--- src/aeil_pkg.sv ---
// constants and types for the audio event interrupt logic
// assumes a single 25 MHz clock; event sources arrive on that clock
package aeil_pkg;

   // ************************************************************
   // register offsets
   // ************************************************************
   localparam logic [7:0] AEIL_STAT1_ADDR = 8'h07;
   localparam logic [7:0] AEIL_STAT2_ADDR = 8'h08;
   localparam logic [7:0] AEIL_MASK1_ADDR = 8'h09;
   localparam logic [7:0] AEIL_MODE1_HI_ADDR = 8'h0A;
   localparam logic [7:0] AEIL_MODE1_LO_ADDR = 8'h0B;
   localparam logic [7:0] AEIL_MASK2_ADDR = 8'h0C;
   localparam logic [7:0] AEIL_MODE2_HI_ADDR = 8'h0D;
   localparam logic [7:0] AEIL_MODE2_LO_ADDR = 8'h0E;

   // ************************************************************
   // reset values and field layout
   // ************************************************************
   localparam logic [7:0] AEIL_REG_RESET = 8'h00;
   localparam logic [7:0] AEIL_UNMAPPED_READ = 8'h00;
   localparam logic [7:0] AEIL_SET2_USED = 8'h3F;
   localparam int AEIL_TX_SLIP_BIT = 7;
   localparam int AEIL_OUT_SLIP_BIT = 6;
   localparam int AEIL_RANGE_BIT = 5;
   localparam int AEIL_OVRL_BIT = 4;
   localparam int AEIL_OVRR_BIT = 3;
   localparam int AEIL_CDE_BIT = 2;
   localparam int AEIL_CEF_BIT = 1;
   localparam int AEIL_RFLT_BIT = 0;

   // ************************************************************
   // ratio figures
   // ************************************************************
   localparam logic [9:0] AEIL_RATIO_256 = 10'h100;
   localparam logic [9:0] AEIL_RATIO_384 = 10'h180;
   localparam logic [9:0] AEIL_RATIO_512 = 10'h200;
   localparam logic [9:0] AEIL_RATIO_NONE = 10'h000;
   localparam logic [9:0] AEIL_COUNT_MAX = 10'h3FF;
   localparam logic [1:0] AEIL_RANGE_LIMIT = 2'h3;

   typedef enum logic [1:0] {
      AEIL_TRIG_RISE = 2'b00,
      AEIL_TRIG_FALL = 2'b01,
      AEIL_TRIG_LEVEL = 2'b10,
      AEIL_TRIG_RSVD = 2'b11
   } aeil_trig_t;

   typedef struct packed {
      logic [7:0] addr;
      logic wr;
      logic rd;
      logic [7:0] wdata;
   } aeil_req_t;

endpackage

--- src/aeil_ratio_check.sv ---
// counts master clock ticks per frame and flags a mismatch with the selection
// assumes both ticks are one-cycle enables on ref_clk
`timescale 1ns/1ns
module aeil_ratio_check
   import aeil_pkg::*;
(
   input wire logic ref_clk,
   input wire logic rst_b,
   input wire logic check_en,
   input wire logic master_tick,
   input wire logic frame_tick,
   input wire logic [1:0] master_ratio_select,
   output logic mismatch_q
);

   logic [9:0] count_q;
   logic armed_q;
   logic [9:0] expect_cnt;

   function automatic logic [9:0] ratio_of(input logic [1:0] sel);
      case (sel)
         2'h0: ratio_of = AEIL_RATIO_256;
         2'h1: ratio_of = AEIL_RATIO_384;
         2'h2: ratio_of = AEIL_RATIO_512;
         default: ratio_of = AEIL_RATIO_NONE;
      endcase
   endfunction

   assign expect_cnt = ratio_of(master_ratio_select);

   always_ff @(posedge ref_clk or negedge rst_b) begin
      if (!rst_b) begin
         count_q <= AEIL_RATIO_NONE;
      end else if (frame_tick) begin
         count_q <= {9'h000, master_tick};
      end else if (master_tick && count_q != AEIL_COUNT_MAX) begin
         count_q <= count_q + 10'h001;
      end
   end

   always_ff @(posedge ref_clk or negedge rst_b) begin
      if (!rst_b) begin
         armed_q <= 1'b0;
      end else if (!check_en) begin
         armed_q <= 1'b0;
      end else if (frame_tick) begin
         armed_q <= 1'b1;
      end
   end

   always_ff @(posedge ref_clk or negedge rst_b) begin
      if (!rst_b) begin
         mismatch_q <= 1'b0;
      end else begin
         mismatch_q <= check_en & armed_q & frame_tick & (expect_cnt != AEIL_RATIO_NONE)
                       & (count_q != expect_cnt);
      end
   end
endmodule

--- src/aeil_status_reg.sv ---
// one 8-bit sticky status register with mask and 2-bit trigger modes
// assumes sources and the read-clear strobe are on ref_clk
`timescale 1ns/1ns
module aeil_status_reg
   import aeil_pkg::*;
(
   input wire logic ref_clk,
   input wire logic rst_b,
   input wire logic [7:0] src,
   input wire logic [7:0] mask,
   input wire logic [7:0] mode_hi,
   input wire logic [7:0] mode_lo,
   input wire logic rd_clr,
   output logic [7:0] trig,
   output logic [7:0] status_q
);

   logic [7:0] prev_q;
   logic [7:0] status_d;

   function automatic logic fire(input logic hi, input logic lo, input logic cur,
                                 input logic prv);
      case (aeil_trig_t'({hi, lo}))
         AEIL_TRIG_RISE: fire = cur & ~prv;
         AEIL_TRIG_FALL: fire = ~cur & prv;
         AEIL_TRIG_LEVEL: fire = cur;
         default: fire = 1'b0;
      endcase
   endfunction

   always_comb begin
      for (int i = 0; i < 8; i++) begin
         trig[i] = mask[i] & fire(mode_hi[i], mode_lo[i], src[i], prev_q[i]);
      end
      status_d = ((status_q & ~{8{rd_clr}}) | trig) & mask;
   end

   always_ff @(posedge ref_clk or negedge rst_b) begin
      if (!rst_b) begin
         prev_q <= AEIL_REG_RESET;
      end else begin
         prev_q <= src;
      end
   end

   always_ff @(posedge ref_clk or negedge rst_b) begin
      if (!rst_b) begin
         status_q <= AEIL_REG_RESET;
      end else begin
         status_q <= status_d;
      end
   end

endmodule

--- src/aeil_top.sv ---
// event collection, sticky status, masks, trigger modes and the interrupt output
// assumes all event inputs are ref_clk-domain pulses or levels from device logic
`timescale 1ns/1ns

// Contract
// - status bit is 1 if its event occurred since last read, else 0.
// - reading status clears it, except level-mode bits whose source persists.
// - a status bit with its mask bit clear always reads 0.
// - status, mask and mode registers reset to 00.
// - mask 1 lets event reach status and interrupt; mask 0 blocks both.
// - mask bits sit at the same positions as their status bits.
// - two-bit mode from high and low registers: rise, fall, level, reserved.
// - rise fires on appearance, fall on removal, level while present.
// - transmit slip fires on each slip in bypass path with asynchronous source.
// - transmit slip also fires on new block start when input and converter unused.
// - output slip fires on each slip when slave port with asynchronous frame clock.
// - output slip flags master-to-frame ratio mismatch when converter feeds slave port.
// - range event fires when either rate ratio exceeds three.
// - left and right over-range events fire.
// - channel status transfer sources true during each buffer transfer.
// - receiver fault event fires on receiver error; type read elsewhere.
// - varispeed event fires when converter buffer overflows.
// - tracking event fires while converter follows a changing rate.
// - user transfer sources true during transfers, only in block mode.
// - user FIFO overwrite event fires on every overwrite.
// - ratio selection 00=256, 01=384, 10=512, 11 reserved.
module aeil_top
   import aeil_pkg::*;
(
   input wire logic ref_clk,
   input wire logic rst_b,
   input wire aeil_req_t reg_req,
   output logic [7:0] reg_rdata_q,
   output logic interrupt_q,
   input wire logic tx_sample_slip,
   input wire logic tx_path_bypasses_src,
   input wire logic tx_source_async,
   input wire logic transmit_block_start_is_input,
   input wire logic transmit_block_start_new,
   input wire logic src_in_use,
   input wire logic out_port_sample_slip,
   input wire logic out_port_slave,
   input wire logic output_frame_clock_async,
   input wire logic src_feeds_out_port,
   input wire logic output_master_clock_tick,
   input wire logic output_frame_clock_tick,
   input wire logic [1:0] master_ratio_select,
   input wire logic [15:0] fs_in_period,
   input wire logic [15:0] fs_out_period,
   input wire logic fs_periods_valid,
   input wire logic left_overrange,
   input wire logic right_overrange,
   input wire logic cstat_d_to_e_busy,
   input wire logic cstat_e_to_f_busy,
   input wire logic receiver_error,
   input wire logic varispeed_overflow,
   input wire logic converter_tracking,
   input wire logic user_d_to_e_busy,
   input wire logic user_e_to_f_busy,
   input wire logic user_block_mode,
   input wire logic subcode_block_ready,
   input wire logic user_fifo_overwrite
);

   // ************************************************************
   // declarations
   // ************************************************************
   logic [7:0] mask1_q;
   logic [7:0] mask2_q;
   logic [7:0] mode1_hi_q;
   logic [7:0] mode1_lo_q;
   logic [7:0] mode2_hi_q;
   logic [7:0] mode2_lo_q;
   logic [7:0] stat1;
   logic [7:0] stat2;
   logic [7:0] trig1;
   logic [7:0] trig2;
   logic [7:0] src1;
   logic [7:0] src2;
   logic clr1;
   logic clr2;
   logic ratio_mismatch;
   logic ratio_check_en;
   logic pending;
   logic [7:0] rdata_d;

   logic transmit_path_slip_event;
   logic output_port_slip_event;
   logic ratio_range_exceeded_event;
   logic left_overrange_event;
   logic right_overrange_event;
   logic cstat_d_to_e_event;
   logic cstat_e_to_f_event;
   logic receiver_fault_event;
   logic varispeed_overflow_event;
   logic converter_tracking_event;
   logic user_d_to_e_event;
   logic user_e_to_f_event;
   logic subcode_ready_event;
   logic user_fifo_overwrite_event;

   // true when a exceeds three times b
   function automatic logic over_three(input logic [15:0] a, input logic [15:0] b);
      logic [17:0] wide_b;
      wide_b = {2'h0, b};
      over_three = {2'h0, a} > (wide_b * {16'h0000, AEIL_RANGE_LIMIT});
   endfunction

   // ************************************************************
   // event sources
   // ************************************************************
   // slip in converter bypass, or new input block start with converter unused
   assign transmit_path_slip_event =
      (tx_sample_slip & tx_path_bypasses_src & tx_source_async) |
      (transmit_block_start_is_input & ~src_in_use & transmit_block_start_new);

   assign ratio_check_en = src_in_use & src_feeds_out_port & out_port_slave;

   assign output_port_slip_event =
      (out_port_sample_slip & out_port_slave & output_frame_clock_async) | ratio_mismatch;

   assign ratio_range_exceeded_event = fs_periods_valid &
      (over_three(fs_in_period, fs_out_period) | over_three(fs_out_period, fs_in_period));

   assign left_overrange_event = left_overrange;
   assign right_overrange_event = right_overrange;

   assign cstat_d_to_e_event = cstat_d_to_e_busy;
   assign cstat_e_to_f_event = cstat_e_to_f_busy;

   assign receiver_fault_event = receiver_error;

   assign varispeed_overflow_event = varispeed_overflow;

   assign converter_tracking_event = converter_tracking;

   assign user_d_to_e_event = user_d_to_e_busy & user_block_mode;
   assign user_e_to_f_event = user_e_to_f_busy & user_block_mode;

   assign subcode_ready_event = subcode_block_ready;

   assign user_fifo_overwrite_event = user_fifo_overwrite;

   // same positions as mask and mode bits
   assign src1 = {transmit_path_slip_event, output_port_slip_event,
                  ratio_range_exceeded_event, left_overrange_event, right_overrange_event,
                  cstat_d_to_e_event, cstat_e_to_f_event, receiver_fault_event};
   assign src2 = {2'h0, varispeed_overflow_event, converter_tracking_event,
                  user_d_to_e_event, user_e_to_f_event, subcode_ready_event,
                  user_fifo_overwrite_event};

   aeil_ratio_check u_ratio (
      .ref_clk(ref_clk),
      .rst_b(rst_b),
      .check_en(ratio_check_en),
      .master_tick(output_master_clock_tick),
      .frame_tick(output_frame_clock_tick),
      .master_ratio_select(master_ratio_select),
      .mismatch_q(ratio_mismatch)
   );

   // ************************************************************
   // status registers
   // ************************************************************
   // read of a status register clears it
   assign clr1 = reg_req.rd & (reg_req.addr == AEIL_STAT1_ADDR);
   assign clr2 = reg_req.rd & (reg_req.addr == AEIL_STAT2_ADDR);

   // high bit from high register, low from low
   aeil_status_reg u_stat1 (
      .ref_clk(ref_clk),
      .rst_b(rst_b),
      .src(src1),
      .mask(mask1_q),
      .mode_hi(mode1_hi_q),
      .mode_lo(mode1_lo_q),
      .rd_clr(clr1),
      .trig(trig1),
      .status_q(stat1)
   );

   aeil_status_reg u_stat2 (
      .ref_clk(ref_clk),
      .rst_b(rst_b),
      .src(src2),
      .mask(mask2_q),
      .mode_hi(mode2_hi_q),
      .mode_lo(mode2_lo_q),
      .rd_clr(clr2),
      .trig(trig2),
      .status_q(stat2)
   );

   // ************************************************************
   // control registers
   // ************************************************************
   // all reset to 00
   always_ff @(posedge ref_clk or negedge rst_b) begin
      if (!rst_b) begin
         mask1_q <= AEIL_REG_RESET;
         mask2_q <= AEIL_REG_RESET;
      end else if (reg_req.wr) begin
         if (reg_req.addr == AEIL_MASK1_ADDR) begin
            mask1_q <= reg_req.wdata;
         end
         if (reg_req.addr == AEIL_MASK2_ADDR) begin
            mask2_q <= reg_req.wdata & AEIL_SET2_USED;
         end
      end
   end

   always_ff @(posedge ref_clk or negedge rst_b) begin
      if (!rst_b) begin
         mode1_hi_q <= AEIL_REG_RESET;
         mode1_lo_q <= AEIL_REG_RESET;
         mode2_hi_q <= AEIL_REG_RESET;
         mode2_lo_q <= AEIL_REG_RESET;
      end else if (reg_req.wr) begin
         case (reg_req.addr)
            AEIL_MODE1_HI_ADDR: mode1_hi_q <= reg_req.wdata;
            AEIL_MODE1_LO_ADDR: mode1_lo_q <= reg_req.wdata;
            AEIL_MODE2_HI_ADDR: mode2_hi_q <= reg_req.wdata & AEIL_SET2_USED;
            AEIL_MODE2_LO_ADDR: mode2_lo_q <= reg_req.wdata & AEIL_SET2_USED;
            default: ;
         endcase
      end
   end

   // ************************************************************
   // read port
   // ************************************************************
   always_comb begin
      case (reg_req.addr)
         AEIL_STAT1_ADDR: rdata_d = stat1 & mask1_q;
         AEIL_STAT2_ADDR: rdata_d = stat2 & mask2_q;
         AEIL_MASK1_ADDR: rdata_d = mask1_q;
         AEIL_MODE1_HI_ADDR: rdata_d = mode1_hi_q;
         AEIL_MODE1_LO_ADDR: rdata_d = mode1_lo_q;
         AEIL_MASK2_ADDR: rdata_d = mask2_q;
         AEIL_MODE2_HI_ADDR: rdata_d = mode2_hi_q;
         AEIL_MODE2_LO_ADDR: rdata_d = mode2_lo_q;
         default: rdata_d = AEIL_UNMAPPED_READ;
      endcase
   end

   always_ff @(posedge ref_clk or negedge rst_b) begin
      if (!rst_b) begin
         reg_rdata_q <= AEIL_REG_RESET;
      end else if (reg_req.rd) begin
         reg_rdata_q <= rdata_d;
      end
   end

   // ************************************************************
   // interrupt output
   // ************************************************************
   assign pending = |(stat1 & mask1_q) | |(stat2 & mask2_q);

   always_ff @(posedge ref_clk or negedge rst_b) begin
      if (!rst_b) begin
         interrupt_q <= 1'b0;
      end else begin
         interrupt_q <= pending;
      end
   end

   // ************************************************************
   // checks
   // ************************************************************
   logic seen_q;
   logic [7:0] lvl1;

   always_ff @(posedge ref_clk or negedge rst_b) begin
      if (!rst_b) begin
         seen_q <= 1'b0;
      end else begin
         seen_q <= 1'b1;
      end
   end

   assign lvl1 = mask1_q & mode1_hi_q & ~mode1_lo_q & src1;
endmodule
--- config.mk ---
export PLATFORM = sky130hd
export DESIGN_NAME = aeil_top
export DESIGN_NICKNAME = d
export VERILOG_FILES = /design/src/aeil_pkg.sv /design/src/aeil_ratio_check.sv /design/src/aeil_status_reg.sv /design/src/aeil_top.sv
export SDC_FILE = /design/constraint.sdc
export NUM_CORES = 1
export LEC_CHECK = 0
export ABC_AREA = 0
export ABC_CLOCK_PERIOD_IN_PS = 4700
export BUFFER_PORTS_ARGS = -buffer_cell sky130_fd_sc_hd__buf_2
export CAP_MARGIN = 20
export CORE_ASPECT_RATIO = 1.1
export CORE_UTILIZATION = 34
export DETAILED_ROUTE_END_ITERATION = 10
export GPL_TIMING_DRIVEN = 0
export PLACE_DENSITY_LB_ADDON = 0.25
export SKIP_LAST_GASP = 1
export SLEW_MARGIN = 20
export SYNTH_ARGS = -nofsm -noshare
export SYNTH_HDL_FRONTEND = slang
export SYNTH_SLANG_ARGS = --single-unit
--- constraint.sdc ---
create_clock -name ref_clk -period 4.7 [get_ports ref_clk]
set_input_delay 0.705 -clock ref_clk [delete_from_list [all_inputs] [get_ports ref_clk]]
set_output_delay 0.705 -clock ref_clk [all_outputs]
set_load 0.05 [all_outputs]
==> impl_metrics.json <==
{
  "track_usage_pct": 17.1,
  "ios": 88,
  "synth_mux_area_share_pct": 7.74,
  "dpl_cell_area_um2": 7150,
  "fp.dieW_um": 133,
  "synth_adder_area_share_pct": 13.6,
  "insertion_delay_ns": 0.35,
  "max_stage_delay_ns": 0.44,
  "synth_top_family_by_area": "compound AO/OA/AOI/OAI gates",
  "status": "completed",
  "synth_nets": 804,
  "num-nets-final": 902,
  "syn_inst": 657,
  "ctsHoldBuffers": 0,
  "clkTransAtPathRegs_ns": 0.06,
  "grt_pass1_wl_mm": 26.2,
  "ys.flop_type": "dfrtp_1",
  "synth_compound_area_share_pct": 19.0,
  "die_h_um": 146,
  "rsz0062_at_grt": "no",
  "skew_ns": 0.00724,
  "critPathSlowestCell": "fa_1",
  "dpl.hpwl_mm": 11.9,
  "routed_wl_mm": 15.7,
  "fin_hold_ws_ns": 0.197,
  "worstSetupPathType": "input port to register",
  "worstPathArrival_ns": 4.50,
  "core_um2": 18400,
  "cts_htree_levels": 3,
  "clock-sinks": 91,
  "hold_path_class": "input port to asynchronous set/reset pin",
  "drt-initial-drc-count": 246,
  "grt_start_max_net_pins": 73,
  "drc": 0,
  "drive_gt1_share_pct": 20.8,
  "rows": 52,
  "required_ns": 4.93,
  "clock_path_buffers": 2,
  "syn_area_per_cell_um2": 9.72,
  "synth_edf_count": 0,
  "mostFrequentLayoutCell": "dfrtp_1",
  "grt_pass1_vias": 5277,
  "peakVddDrop_mv": 0.208,
  "via_count": 5209,
  "cts_root_buf": "clkbuf_16",
  "final_util_pct": 40.6,
  "dp_cells": 987,
  "max_freq_ghz": 0.234,
  "cp-end-kind": "register",
  "yosys.area_share.simple_pct": 16.9,
  "antenna_found_initial": 1,
  "synth.distinct_cells": 72,
  "cap_violations": 0,
  "fin_crit_sh_pct": 90.8,
  "wl_per_cell_um": 15.7,
  "cts_made_buffers": 9,
  "tritoncts": "done",
  "fin_setup_tns_ns": 0,
  "gp_congestion": 0.805,
  "synthArstFlopShare_pct": 100,
  "postCtsSetupBuffers": 0,
  "instances_no_fill": 1004,
  "area_growth_pct": 17.0,
  "powerDensity_nw_per_um2": 279,
  "initial_utilization_pct": 34.7,
  "max-slew-margin-rel_pct": 43.0,
  "drv_slew": 0,
  "final_area_um2": 7470,
  "fin_crit_ns": 4.27,
  "cp-start-kind": "input port",
  "grt_remaining_overflow": 0,
  "die-area_um2": 19300,
  "path_cells": "buf_2, ha_1, fa_1, a211oi_1, o21bai_1, a21oi_2, and2b_2, o21ai_0, nand2b_1, xnor2_1, ha_1, a21o_1, a21oi_1, o21ai_0, a21o_2, o221a_2, a21o_2, a211o_1",
  "drtPass1Iterations": 5,
  "setup_viol": 0,
  "ant_nets": 0,
  "yosysSeqAreaShare_pct": 35.7,
  "portBuffers": 86,
  "finalHoldViolations": 0,
  "path_max_fanout": 4,
  "most-common-layout-cells": "dfrtp_1, buf_2, ha_1",
  "post_cts_resized": 0,
  "worst_pin_slew_ns": 0.851,
  "synth_xor_area_share_pct": 4.80,
  "yosys_warnings": 0,
  "synth_seq_cells": 91,
  "vias_per_cell": 5.19,
  "synthesis.area_um2": 6380,
  "nFillCells": 1872,
  "leakage_nw": 3.60
}
[cells by family (layout without fill, tap and decap cells)]
family / count (synthesis) / after routing
mux: 44 / 44
buf+inv: 40 / 142
other cells: 0 / 2
simple gates: 209 / 209
compound gates: 170 / 170
fa+ha+maj: 68 / 68
xor+xnor: 35 / 35
flops: 91 / 91
[registers in the layout, indices dropped and copies added, names as in the netlist, 8 cells and up]
register          count
u_stat1.prev_q        8
mask1_q               8
u_ratio.count_q      10
mode1_lo_q            8
u_stat1.status_q      8
mode1_hi_q            8
reg_rdata_q           8
[cells in the mapped netlist, types with 3 or more instances]
library cell | number | area share (%)
a2111oi_0 | 3 | 0.41
a211oi_1 | 9 | 1.1
a21o_1 | 16 | 1.9
a21oi_1 | 37 | 2.9
a21oi_2 | 3 | 0.41
a221oi_1 | 17 | 2.3
a22oi_1 | 14 | 1.6
a31oi_1 | 4 | 0.39
and3_1 | 5 | 0.49
clkbuf_1 | 4 | 0.24
dfrtp_1 | 91 | 36
ha_1 | 66 | 13
inv_1 | 35 | 2.1
mux2_1 | 12 | 2.1
mux2_2 | 31 | 5.5
nand2_1 | 54 | 3.2
nand2_2 | 3 | 0.29
nand2b_1 | 17 | 1.7
nand3_1 | 21 | 1.6
nand4_1 | 8 | 0.78
nor2_1 | 55 | 3.2
nor2b_1 | 13 | 1.3
nor3_1 | 6 | 0.47
o21a_1 | 5 | 0.59
o21ai_0 | 19 | 1.5
o21ai_1 | 4 | 0.31
o21bai_1 | 6 | 0.71
o22ai_1 | 6 | 0.59
o31ai_1 | 4 | 0.47
xnor2_1 | 18 | 2.5
xor2_1 | 17 | 2.3
[critical path, delay by kind of cell]
kind,cells,cell delay [ns]
AO/OA/AOI/OAI,11,2.22
XOR/XNOR,1,0.16
adder cells (fa/ha/maj),3,0.94
buffers and inverters,1,0.14
AND/OR/NAND/NOR,2,0.32
[layout make-up]
| class | count | area (µm²) | share of cell area, % |
|---|---|---|---|
| Timing Repair Buffer | 87 | 464 | 6.22 |
| Sequential cell | 91 | 2280 | 30.5 |
| Clock buffer | 13 | 250 | 3.35 |
| Antenna cell | 2 | 5.00 | 0.0670 |
| Inverter | 35 | 131 | 1.76 |
| Tap cell | 243 | 304 | 4.07 |
| Buffer | 5 | 20.0 | 0.268 |
| Clock inverter | 2 | 60.1 | 0.804 |
| Multi-Input combinational cell | 526 | 3960 | 53.0 |
[routing by layer]
| metal | routed length [µm] | global-route usage [%] |
|---|---|---|
| met1 | 7420 | 22.6 |
| met2 | 7280 | 27.9 |
| met3 | 624 | 3.34 |
| met4 | 398 | 5.75 |
| met5 | 0 | 0 |
[through the flow]
step	setup WS, ns	power (W)
5_1_grt	0.165	0.00220
3_3_place_gp	0.0487	0.00132
3_5_place_dp	0.0507	0.00132
4_1_cts	0.411	0.00210
2_1_floorplan	0.580	0.00117
6_report	0.432	0.00208
[where the power goes]
part / switching, W / internal, W
Sequential: 0.0000228 / 0.000813
Clock: 0.000295 / 0.000478
Combinational: 0.000261 / 0.000213
[path summary, 6_finish.rpt]
kind                                         start                   to  slack (ns)  cells after the start
worst min-delay path                         rst_b    u_stat1.prev_q[4]        0.20                      1
max in group asynchronous                    rst_b  u_stat2.status_q[2]        3.89                      2
worst max-delay path               fs_in_period[1]  u_stat1.status_q[5]        0.43                     18
min in group ref_clk            u_ratio.mismatch_q    u_stat1.prev_q[6]        0.47                      2
worst min register to register  u_ratio.mismatch_q    u_stat1.prev_q[6]        0.47                      2
worst max register to register  u_ratio.count_q[3]   u_ratio.count_q[5]        2.66                      8
No activity file was read; power rests on OpenSTA's default activity.
